### config.mk
export PLATFORM = sky130hd
export DESIGN_NAME = sync_fifo_prog_flags
export DESIGN_NICKNAME = d
export VERILOG_FILES = /design/src/hdl/sync_fifo_types_pkg.sv /design/src/hdl/fifo_storage_ram.sv /design/src/hdl/gray_ptr_sync.sv /design/src/hdl/sync_fifo_prog_flags.sv
export VERILOG_INCLUDE_DIRS = /design/src /design/src/hdl
export SDC_FILE = /design/constraint.sdc
export NUM_CORES = 1
export LEC_CHECK = 0
export BUFFER_PORTS_ARGS = -buffer_cell sky130_fd_sc_hd__buf_2
export CAP_MARGIN = 20
export CORE_ASPECT_RATIO = 0.75
export CORE_MARGIN = 2
export CORE_UTILIZATION = 65
export CTS_CLUSTER_DIAMETER = 200
export DETAILED_ROUTE_END_ITERATION = 8
export PLACE_DENSITY = 0.84
export SLEW_MARGIN = 25
export SYNTH_ARGS = -nofsm -noshare
export SYNTH_HDL_FRONTEND = slang
export SYNTH_HIERARCHICAL = 1
export SYNTH_SLANG_ARGS = --single-unit
### constraint.sdc
create_clock -name i_clk -period 7.9 [get_ports i_clk]
set_clock_uncertainty 0.05 [all_clocks]
set_input_delay 0.79 -clock i_clk [delete_from_list [all_inputs] [get_ports i_clk]]
set_output_delay 0.79 -clock i_clk [all_outputs]
set_load 0.02 [all_outputs]
### src/hdl/sync_fifo_prog_flags_params.svh
// constants for the programmable-flag synchronous fifo: reset values,
// depth limits and synchroniser length.
// assumes it is included by bare name from the design files.
`ifndef SYNC_FIFO_PROG_FLAGS_PARAMS_SVH
`define SYNC_FIFO_PROG_FLAGS_PARAMS_SVH

// ==========================================================
// sizes
`define FIFO_WIDTH 9
`define FIFO_DEPTH_DEFAULT 64
`define FIFO_DEPTH_MIN 64
`define FIFO_DEPTH_MAX 8192
`define FIFO_OFFSET_WIDTH 8
`define FIFO_SYNC_STAGES 2

// ==========================================================
// reset values
`define FIFO_OFFSET_DEFAULT 8'h07
`define FIFO_OFFSET_ZERO 8'h00
`define FIFO_DATA_RESET 9'h000
`define FIFO_MODE_RESET 1'b1

`endif

### src/hdl/sync_fifo_types_pkg.sv
// types shared by the fifo design files: offset register selector.
// assumes nothing of its surroundings.
package sync_fifo_types_pkg;
   // ==========================================================
   // offset register rotation, gray coded along its cycle
   typedef enum logic [1:0] {
      SEL_EMPTY_LO = 2'h0,
      SEL_EMPTY_HI = 2'h1,
      SEL_FULL_LO = 2'h3,
      SEL_FULL_HI = 2'h2
   } offset_sel_e;

   // next register in the rotation, wrapping after full-high
   function automatic offset_sel_e next_sel(input offset_sel_e s);
      case (s)
         SEL_EMPTY_LO: next_sel = SEL_EMPTY_HI;
         SEL_EMPTY_HI: next_sel = SEL_FULL_LO;
         SEL_FULL_LO: next_sel = SEL_FULL_HI;
         default: next_sel = SEL_EMPTY_LO;
      endcase
   endfunction
endpackage

### src/hdl/fifo_storage_ram.sv
// dual-port word array of the fifo: one write port, one read port.
// assumes the caller never writes a full array or reads an empty one.
`timescale 1ns/1ps
`include "sync_fifo_prog_flags_params.svh"
module fifo_storage_ram
   import sync_fifo_types_pkg::*;
#(
   parameter int DEPTH = `FIFO_DEPTH_DEFAULT,
   parameter int WIDTH = `FIFO_WIDTH,
   parameter int AW = $clog2(DEPTH)
) (
   input wire logic i_clk,
   input wire logic i_we,
   input wire logic [AW-1:0] i_waddr,
   input wire logic [WIDTH-1:0] i_wdata,
   input wire logic [AW-1:0] i_raddr,
   output logic [WIDTH-1:0] o_rdata
);
   // ==========================================================
   // array, no reset: contents are only meaningful behind pointers
   logic [WIDTH-1:0] mem [DEPTH];

   // write port
   always_ff @(posedge i_clk) begin
      if (i_we) begin
         mem[i_waddr] <= i_wdata;
      end
   end

   // read port is asynchronous; the caller registers the word
   assign o_rdata = mem[i_raddr];
endmodule

### src/hdl/gray_ptr_sync.sv
// two-stage synchroniser for a gray coded pointer.
// assumes the sampling side's tick marks its clock edge.
`timescale 1ns/1ps
`include "sync_fifo_prog_flags_params.svh"
module gray_ptr_sync
   import sync_fifo_types_pkg::*;
#(
   parameter int PW = 7
) (
   input wire logic i_clk,
   input wire logic i_rst,
   input wire logic i_tick, // sampling side edge
   input wire logic [PW-1:0] i_gray,
   output logic [PW-1:0] o_gray
);
   // ==========================================================
   // stages
   logic [PW-1:0] meta_q, meta_d; // first stage, seen only by the second
   logic [PW-1:0] sync_q, sync_d;

   // gray code keeps a torn sample to one bit of error
   always_comb begin
      meta_d = meta_q;
      sync_d = sync_q;
      if (i_tick) begin
         meta_d = i_gray;
         sync_d = meta_q;
      end
   end

   // registers only
   always_ff @(posedge i_clk) begin
      if (i_rst) begin
         meta_q <= '0;
         sync_q <= '0;
      end else begin
         meta_q <= meta_d;
         sync_q <= sync_d;
      end
   end

   assign o_gray = sync_q;
endmodule

### src/hdl/sync_fifo_prog_flags.sv
// programmable-flag fifo of 9-bit words with load-mode offset access.
// assumes one clock; write and read side edges arrive as one-cycle
// tick pulses, and all pins are synchronous to i_clk.
`timescale 1ns/1ps
`include "sync_fifo_prog_flags_params.svh"
module sync_fifo_prog_flags
   import sync_fifo_types_pkg::*;
#(
   parameter int DEPTH = `FIFO_DEPTH_DEFAULT
) (
   input wire logic i_clk,
   input wire logic i_rst,
   input wire logic i_fifo_reset_n,
   input wire logic i_write_side_tick,
   input wire logic i_read_side_tick,
   input wire logic [`FIFO_WIDTH-1:0] i_data_in,
   input wire logic i_write_enable_primary_n,
   input wire logic i_write_enable2_or_load,
   input wire logic i_read_enable_a_n,
   input wire logic i_read_enable_b_n,
   input wire logic i_output_drive_enable_n,
   output logic [`FIFO_WIDTH-1:0] o_data_out,
   output logic o_data_out_oe,
   output logic o_empty_flag_n,
   output logic o_full_flag_n,
   output logic o_almost_empty_flag_n,
   output logic o_almost_full_flag_n
);
   // ==========================================================
   // sizes and checks
   localparam int AW = $clog2(DEPTH);
   localparam int PW = AW + 1; // extra wrap bit tells full from empty
   localparam int CW = 17; // wide enough for offsets plus counts
   localparam logic [CW-1:0] DEPTH_C = CW'(DEPTH);

   if (DEPTH < `FIFO_DEPTH_MIN || DEPTH > `FIFO_DEPTH_MAX || (1 << AW) != DEPTH) begin : g_chk
      $error("DEPTH must be a power of two from 64 to 8192");
   end

   // binary to gray
   function automatic logic [PW-1:0] to_gray(input logic [PW-1:0] b);
      to_gray = b ^ (b >> 1);
   endfunction

   // gray to binary
   function automatic logic [PW-1:0] to_bin(input logic [PW-1:0] g);
      logic [PW-1:0] b;
      b = '0;
      for (int i = PW - 1; i >= 0; i--) begin
         b[i] = (i == PW - 1) ? g[i] : (b[i+1] ^ g[i]);
      end
      to_bin = b;
   endfunction

   // ==========================================================
   // reset and mode
   logic rst_all; // either house reset or the pin
   logic mode_two_q, mode_two_d; // 1: second write enable, 0: load pin

   // the pin reset is sampled, so running ticks cannot upset it
   assign rst_all = i_rst | ~i_fifo_reset_n;

   // mode is caught while the pin reset is held
   always_comb begin
      mode_two_d = mode_two_q;
      if (~i_fifo_reset_n) begin
         mode_two_d = i_write_enable2_or_load;
      end
   end

   // mode register
   always_ff @(posedge i_clk) begin
      if (i_rst) begin
         mode_two_q <= `FIFO_MODE_RESET;
      end else begin
         mode_two_q <= mode_two_d;
      end
   end

   // ==========================================================
   // access decode
   logic load_active; // load pin low in flag mode
   logic ofs_wr; // offset register write this tick
   logic ofs_rd; // offset register read this tick
   logic wr_req; // fifo write request before full check
   logic rd_req; // fifo read request before empty check
   logic wr_do; // accepted write
   logic rd_do; // accepted read

   assign load_active = ~mode_two_q & ~i_write_enable2_or_load;
   assign ofs_wr = i_write_side_tick & load_active & ~i_write_enable_primary_n;
   assign ofs_rd = i_read_side_tick & load_active & ~i_read_enable_a_n
                   & ~i_read_enable_b_n;
   assign wr_req = i_write_side_tick & ~i_write_enable_primary_n
                   & i_write_enable2_or_load;
   assign rd_req = i_read_side_tick & ~load_active & ~i_read_enable_a_n
                   & ~i_read_enable_b_n;
   assign wr_do = wr_req & o_full_flag_n;
   assign rd_do = rd_req & o_empty_flag_n;

   // ==========================================================
   // offset registers
   logic [`FIFO_OFFSET_WIDTH-1:0] offset_q [4], offset_d [4];
   offset_sel_e sel_q, sel_d; // shared rotation pointer
   logic [15:0] n_ofs; // empty offset
   logic [15:0] m_ofs; // full offset

   // a write wins if both sides touch the offsets in one cycle
   always_comb begin
      offset_d = offset_q;
      sel_d = sel_q;
      if (ofs_wr) begin
         offset_d[sel_q] = i_data_in[`FIFO_OFFSET_WIDTH-1:0];
         sel_d = next_sel(sel_q);
      end else if (ofs_rd) begin
         sel_d = next_sel(sel_q);
      end
   end

   // pointer is not touched when the load pin rises
   always_ff @(posedge i_clk) begin
      if (rst_all) begin
         offset_q[SEL_EMPTY_LO] <= `FIFO_OFFSET_DEFAULT;
         offset_q[SEL_EMPTY_HI] <= `FIFO_OFFSET_ZERO;
         offset_q[SEL_FULL_LO] <= `FIFO_OFFSET_DEFAULT;
         offset_q[SEL_FULL_HI] <= `FIFO_OFFSET_ZERO;
         sel_q <= SEL_EMPTY_LO;
      end else begin
         offset_q <= offset_d;
         sel_q <= sel_d;
      end
   end

   assign n_ofs = {offset_q[SEL_EMPTY_HI], offset_q[SEL_EMPTY_LO]};
   assign m_ofs = {offset_q[SEL_FULL_HI], offset_q[SEL_FULL_LO]};

   // ==========================================================
   // pointer crossings
   logic [PW-1:0] wptr_q, wptr_d, wgray_q, wgray_d;
   logic [PW-1:0] rptr_q, rptr_d, rgray_q, rgray_d;
   logic [PW-1:0] wgray_at_r; // write pointer seen by the read side
   logic [PW-1:0] rgray_at_w; // read pointer seen by the write side

   gray_ptr_sync #(.PW(PW)) u_w2r (
      .i_clk(i_clk),
      .i_rst(rst_all),
      .i_tick(i_read_side_tick),
      .i_gray(wgray_q),
      .o_gray(wgray_at_r)
   );

   gray_ptr_sync #(.PW(PW)) u_r2w (
      .i_clk(i_clk),
      .i_rst(rst_all),
      .i_tick(i_write_side_tick),
      .i_gray(rgray_q),
      .o_gray(rgray_at_w)
   );

   // ==========================================================
   // storage
   logic [`FIFO_WIDTH-1:0] ram_rdata;

   fifo_storage_ram #(.DEPTH(DEPTH), .WIDTH(`FIFO_WIDTH), .AW(AW)) u_ram (
      .i_clk(i_clk),
      .i_we(wr_do),
      .i_waddr(wptr_q[AW-1:0]),
      .i_wdata(i_data_in),
      .i_raddr(rptr_q[AW-1:0]),
      .o_rdata(ram_rdata)
   );

   // ==========================================================
   // write side: pointer, full and almost full
   logic full_n_q, full_n_d;
   logic afull_n_q, afull_n_d;
   logic [PW-1:0] wcount; // unread words as seen by the write side

   // flags follow only write ticks
   always_comb begin
      wptr_d = wptr_q;
      full_n_d = full_n_q;
      afull_n_d = afull_n_q;
      if (wr_do) begin
         wptr_d = wptr_q + PW'(1);
      end
      wcount = wptr_d - to_bin(rgray_at_w);
      if (i_write_side_tick) begin
         full_n_d = (CW'(wcount) != DEPTH_C);
         afull_n_d = (CW'(wcount) + CW'(m_ofs)) < DEPTH_C;
      end
      wgray_d = to_gray(wptr_d);
   end

   // write side registers
   always_ff @(posedge i_clk) begin
      if (rst_all) begin
         wptr_q <= '0;
         wgray_q <= '0;
         full_n_q <= 1'b1;
         afull_n_q <= 1'b1;
      end else begin
         wptr_q <= wptr_d;
         wgray_q <= wgray_d;
         full_n_q <= full_n_d;
         afull_n_q <= afull_n_d;
      end
   end

   // ==========================================================
   // read side: pointer, output register, empty and almost empty
   logic empty_n_q, empty_n_d;
   logic aempty_n_q, aempty_n_d;
   logic [`FIFO_WIDTH-1:0] dout_q, dout_d;
   logic oe_q, oe_d;
   logic [PW-1:0] rcount; // unread words as seen by the read side

   // the output register moves only on an accepted read or an offset read
   always_comb begin
      rptr_d = rptr_q;
      empty_n_d = empty_n_q;
      aempty_n_d = aempty_n_q;
      dout_d = dout_q;
      oe_d = ~i_output_drive_enable_n;
      if (rd_do) begin
         rptr_d = rptr_q + PW'(1);
         dout_d = ram_rdata;
      end else if (ofs_rd) begin
         dout_d = {1'b0, offset_q[sel_q]};
      end
      rcount = to_bin(wgray_at_r) - rptr_d;
      if (i_read_side_tick) begin
         empty_n_d = (rcount != '0);
         aempty_n_d = CW'(rcount) > CW'(n_ofs);
      end
      rgray_d = to_gray(rptr_d);
   end

   // read side registers; output enable keeps following its pin
   always_ff @(posedge i_clk) begin
      if (rst_all) begin
         rptr_q <= '0;
         rgray_q <= '0;
         empty_n_q <= 1'b0;
         aempty_n_q <= 1'b0;
         dout_q <= `FIFO_DATA_RESET;
      end else begin
         rptr_q <= rptr_d;
         rgray_q <= rgray_d;
         empty_n_q <= empty_n_d;
         aempty_n_q <= aempty_n_d;
         dout_q <= dout_d;
      end
   end

   // output enable register
   always_ff @(posedge i_clk) begin
      if (i_rst) begin
         oe_q <= 1'b0;
      end else begin
         oe_q <= oe_d;
      end
   end

   // outputs straight from registers
   assign o_data_out = dout_q;
   assign o_data_out_oe = oe_q;
   assign o_empty_flag_n = empty_n_q;
   assign o_full_flag_n = full_n_q;
   assign o_almost_empty_flag_n = aempty_n_q;
   assign o_almost_full_flag_n = afull_n_q;
endmodule

==> qor.txt <==
status - complete, no violations
pin count of the biggest net entering global routing - 69
CTS root buffer - clkbuf_16
Post-Syn Instances - 1550
DP HPWL - 37.7 mm
CTS resizes - 0
final instance area - 30100 sq um
flops & latches, synth - 679
layout cell share with drive strength beyond 1 - 18.8%
vias in the first global route - 14933
Initial Utilization - 65.9%
IO Pins - 33
EDFF count, synth - 576
Routed WL per cell - 29.1 um
Die ar. - 44200 sq um
Layout area overhead - 8.74%
Mapped Area - 27600 sq um
Worst Path Required - 8.41 ns
Critical Path Sink Type - register
final setup fails - 0
top post-synthesis cells by area - edfxtp_1, mux4_2, dfxtp_1
Nets - 1637
antenna violations before repair - 0
CP startpoint - i_read_side_tick
WS Path Type - in2reg
clock slew at reported path FFs - 0.07 ns
Worst Hold Margin - 0.270 ns
leak pwr - 9.77 nW
Final period util - 59.5%
Max Freq - 213 MHz
H-tree Lvls - 2
Post-CTS Setup Bufs - 0
Post-Place Setup Slack - 2.74 ns
Tmin final - 4.70 ns
final hold violations - 0
die height - 183 um
max-cap violations - 0
slew margin rel. - 15.6%
Tot GR Track Use - 29.7%
reg2reg start - u_r2w/o_gray[5]$_SDFFE_PP0P_
Peak VDD IR - 0.327 mV
CP Capture Point - o_almost_empty_flag_n$_SDFFE_PP0P_
Die Width - 242 um
CP arrival - 5.20 ns
Final Max Tran Viols - 0
DRC viols - 0
post-synth top area cell - edfxtp_1
Port Buf Inserts - 32
reg2reg setup slack - 3.30 ns
most common cell in the netlist - edfxtp_1
register area share after synthesis - 70.0%
syn nets - 1598
ANT nets after route - 0
post-route insts no fill - 2205
Worst Setup Start Kind - input pin
Cell Area, Placed - 28200 sq um
worst setup margin - 3.20 ns
Netlist cell types - 64
TritonCTS clock tree - built
Worst-Margin Slew - 1.23 ns
Num CTS Buffers - 59
core footprint - 42000 sq um
worst skew pair latency - 0.62 ns
RSZ-0062 raised after global routing - no
GPL Wtd Cong - 0.901
share of the synthesized area in the top cell type - 62.6%
number of core rows - 65
top cells by count, synth - edfxtp_1, nor2_1, mux4_2, dfxtp_1, mux2i_1
Avg Synthesized Cell Area - 17.8 sq um
FF-to-FF path depth - 17
placed cells - 2097
clk sinks - 679
Async SR Flop Fraction - 0%
RR Endpoint - o_almost_full_flag_n$_SDFFE_PP1P_
starting DRC count in detailed routing - 2011
aggregate negative setup slack - 0 ns
Layout fillers - 2453
hold_buf cts - 0
Util after Layout - 71.6%
first-pass GRT wire length - 96.2 mm
HP Class - in2reg
power per cell area - 224 nW/um^2
Tot Pwr - 6.74 mW
drt pass-1 iters - 5
total number of vias - 15068
clock buffer depth - 3
synth warn - 6
GRT Residual Overflow - 0
commonest register cell after synthesis - edfxtp_1
worst-path maximum fanout - 20
vias per cell - 6.83
final WL - 64.2 mm
## final cells by class
class                           instances  area [sq um]  area share [%]
Antenna cell                            1          2.50         0.00833
Inverter                               24          90.1           0.300
Timing Repair Buffer                   54           328            1.09
Multi-Input combinational cell        771          7740            25.8
Clock inverter                         35           244           0.812
Tap cell                              569           712            2.37
Clock buffer                           72          1570            5.21
Sequential cell                       679         19400            64.5
## flip-flops by register name (all words and copies together), names as in the netlist, 2 cells and up
name	count
o_data_out	9
u_w2r/o_gray	7
m_ofs	16
wptr_q	7
n_ofs	16
u_w2r/meta_q	7
rgray_q	6
rptr_q	7
u_ram/mem	576
u_r2w/o_gray	7
sel_q	2
u_r2w/meta_q	7
wgray_q	6
## power breakdown
part	switching [mW]	total, mW	internal, mW
clock network	1.27	2.75	1.48
logic	0.0886	0.111	0.0226
registers	0.00300	3.89	3.88
total	1.36	6.74	5.38
## placed cells by master, fill, tap and decap left out, drive strengths merged, types with 13 or more instances in the layout
| cell type | count |
|---|---|
| buf | 54 |
| nor2b | 21 |
| xnor2 | 26 |
| nand2 | 48 |
| dfxtp | 103 |
| nor2 | 177 |
| mux2i | 93 |
| mux4 | 159 |
| a211oi | 13 |
| clkinv | 29 |
| edfxtp | 576 |
| inv | 28 |
| clkbuf | 72 |
| ha | 27 |
| a21oi | 17 |
| a22oi | 17 |
| nand3 | 20 |
## worst max-delay path, stage by stage
cell and delay [ns]:
buf_2 0.45, nor3b_2 0.38, nand2_1 0.51, xor2_1 0.34, inv_1 0.11, ha_1 0.16, inv_1 0.06, fa_1 0.46
a211oi_1 0.29, o21bai_1 0.14, a21oi_1 0.23, xor3_1 0.39, inv_1 0.08, ha_1 0.24, nand4_1 0.09, nor2_1 0.05
nor2_1 0.15, o2111ai_1 0.14, a21oi_1 0.13
## routing by layer
metal	vias up	GRT usage, %	part of all wire, %
met1	7718	43.0	39
met3	136	8.13	12
li1	6222	-	-
met2	992	45.8	46
met5	-	0	0
met4	0	7.58	2.7
## cell families (layout without fill, tap and decap cells)
kind of cell | count (synthesis) | in the layout | synth area share [%]
muxes | 257 | 257 | 16.6
adders and majority gates | 29 | 29 | 1.37
other | 0 | 1 | 0
and+or+nand+nor | 329 | 329 | 5.47
xor gates and xnor gates | 42 | 42 | 1.54
buffers and inverters | 100 | 185 | 1.99
AOI/OAI and AO/OA | 114 | 114 | 2.95
DFF | 679 | 679 | 70.0
## worst min-delay path by stage
stage | startpoint | endpoint | cells after the start
after CTS | i_output_drive_enable_n | o_data_out_oe$_SDFF_PP0_ | 2
final | i_output_drive_enable_n | o_data_out_oe$_SDFF_PP0_ | 2
after global routing | i_output_drive_enable_n | o_data_out_oe$_SDFF_PP0_ | 2
after floorplan | rgray_q[0]$_SDFF_PP0_ | u_r2w/meta_q[0]$_SDFFE_PP0P_ | 2
after detailed placement | rgray_q[3]$_SDFF_PP0_ | u_r2w/meta_q[3]$_SDFFE_PP0P_ | 2
after global placement | wgray_q[2]$_SDFF_PP0_ | u_w2r/meta_q[2]$_SDFFE_PP0P_ | 2
Note: power is estimated with default switching activity, not from simulation.
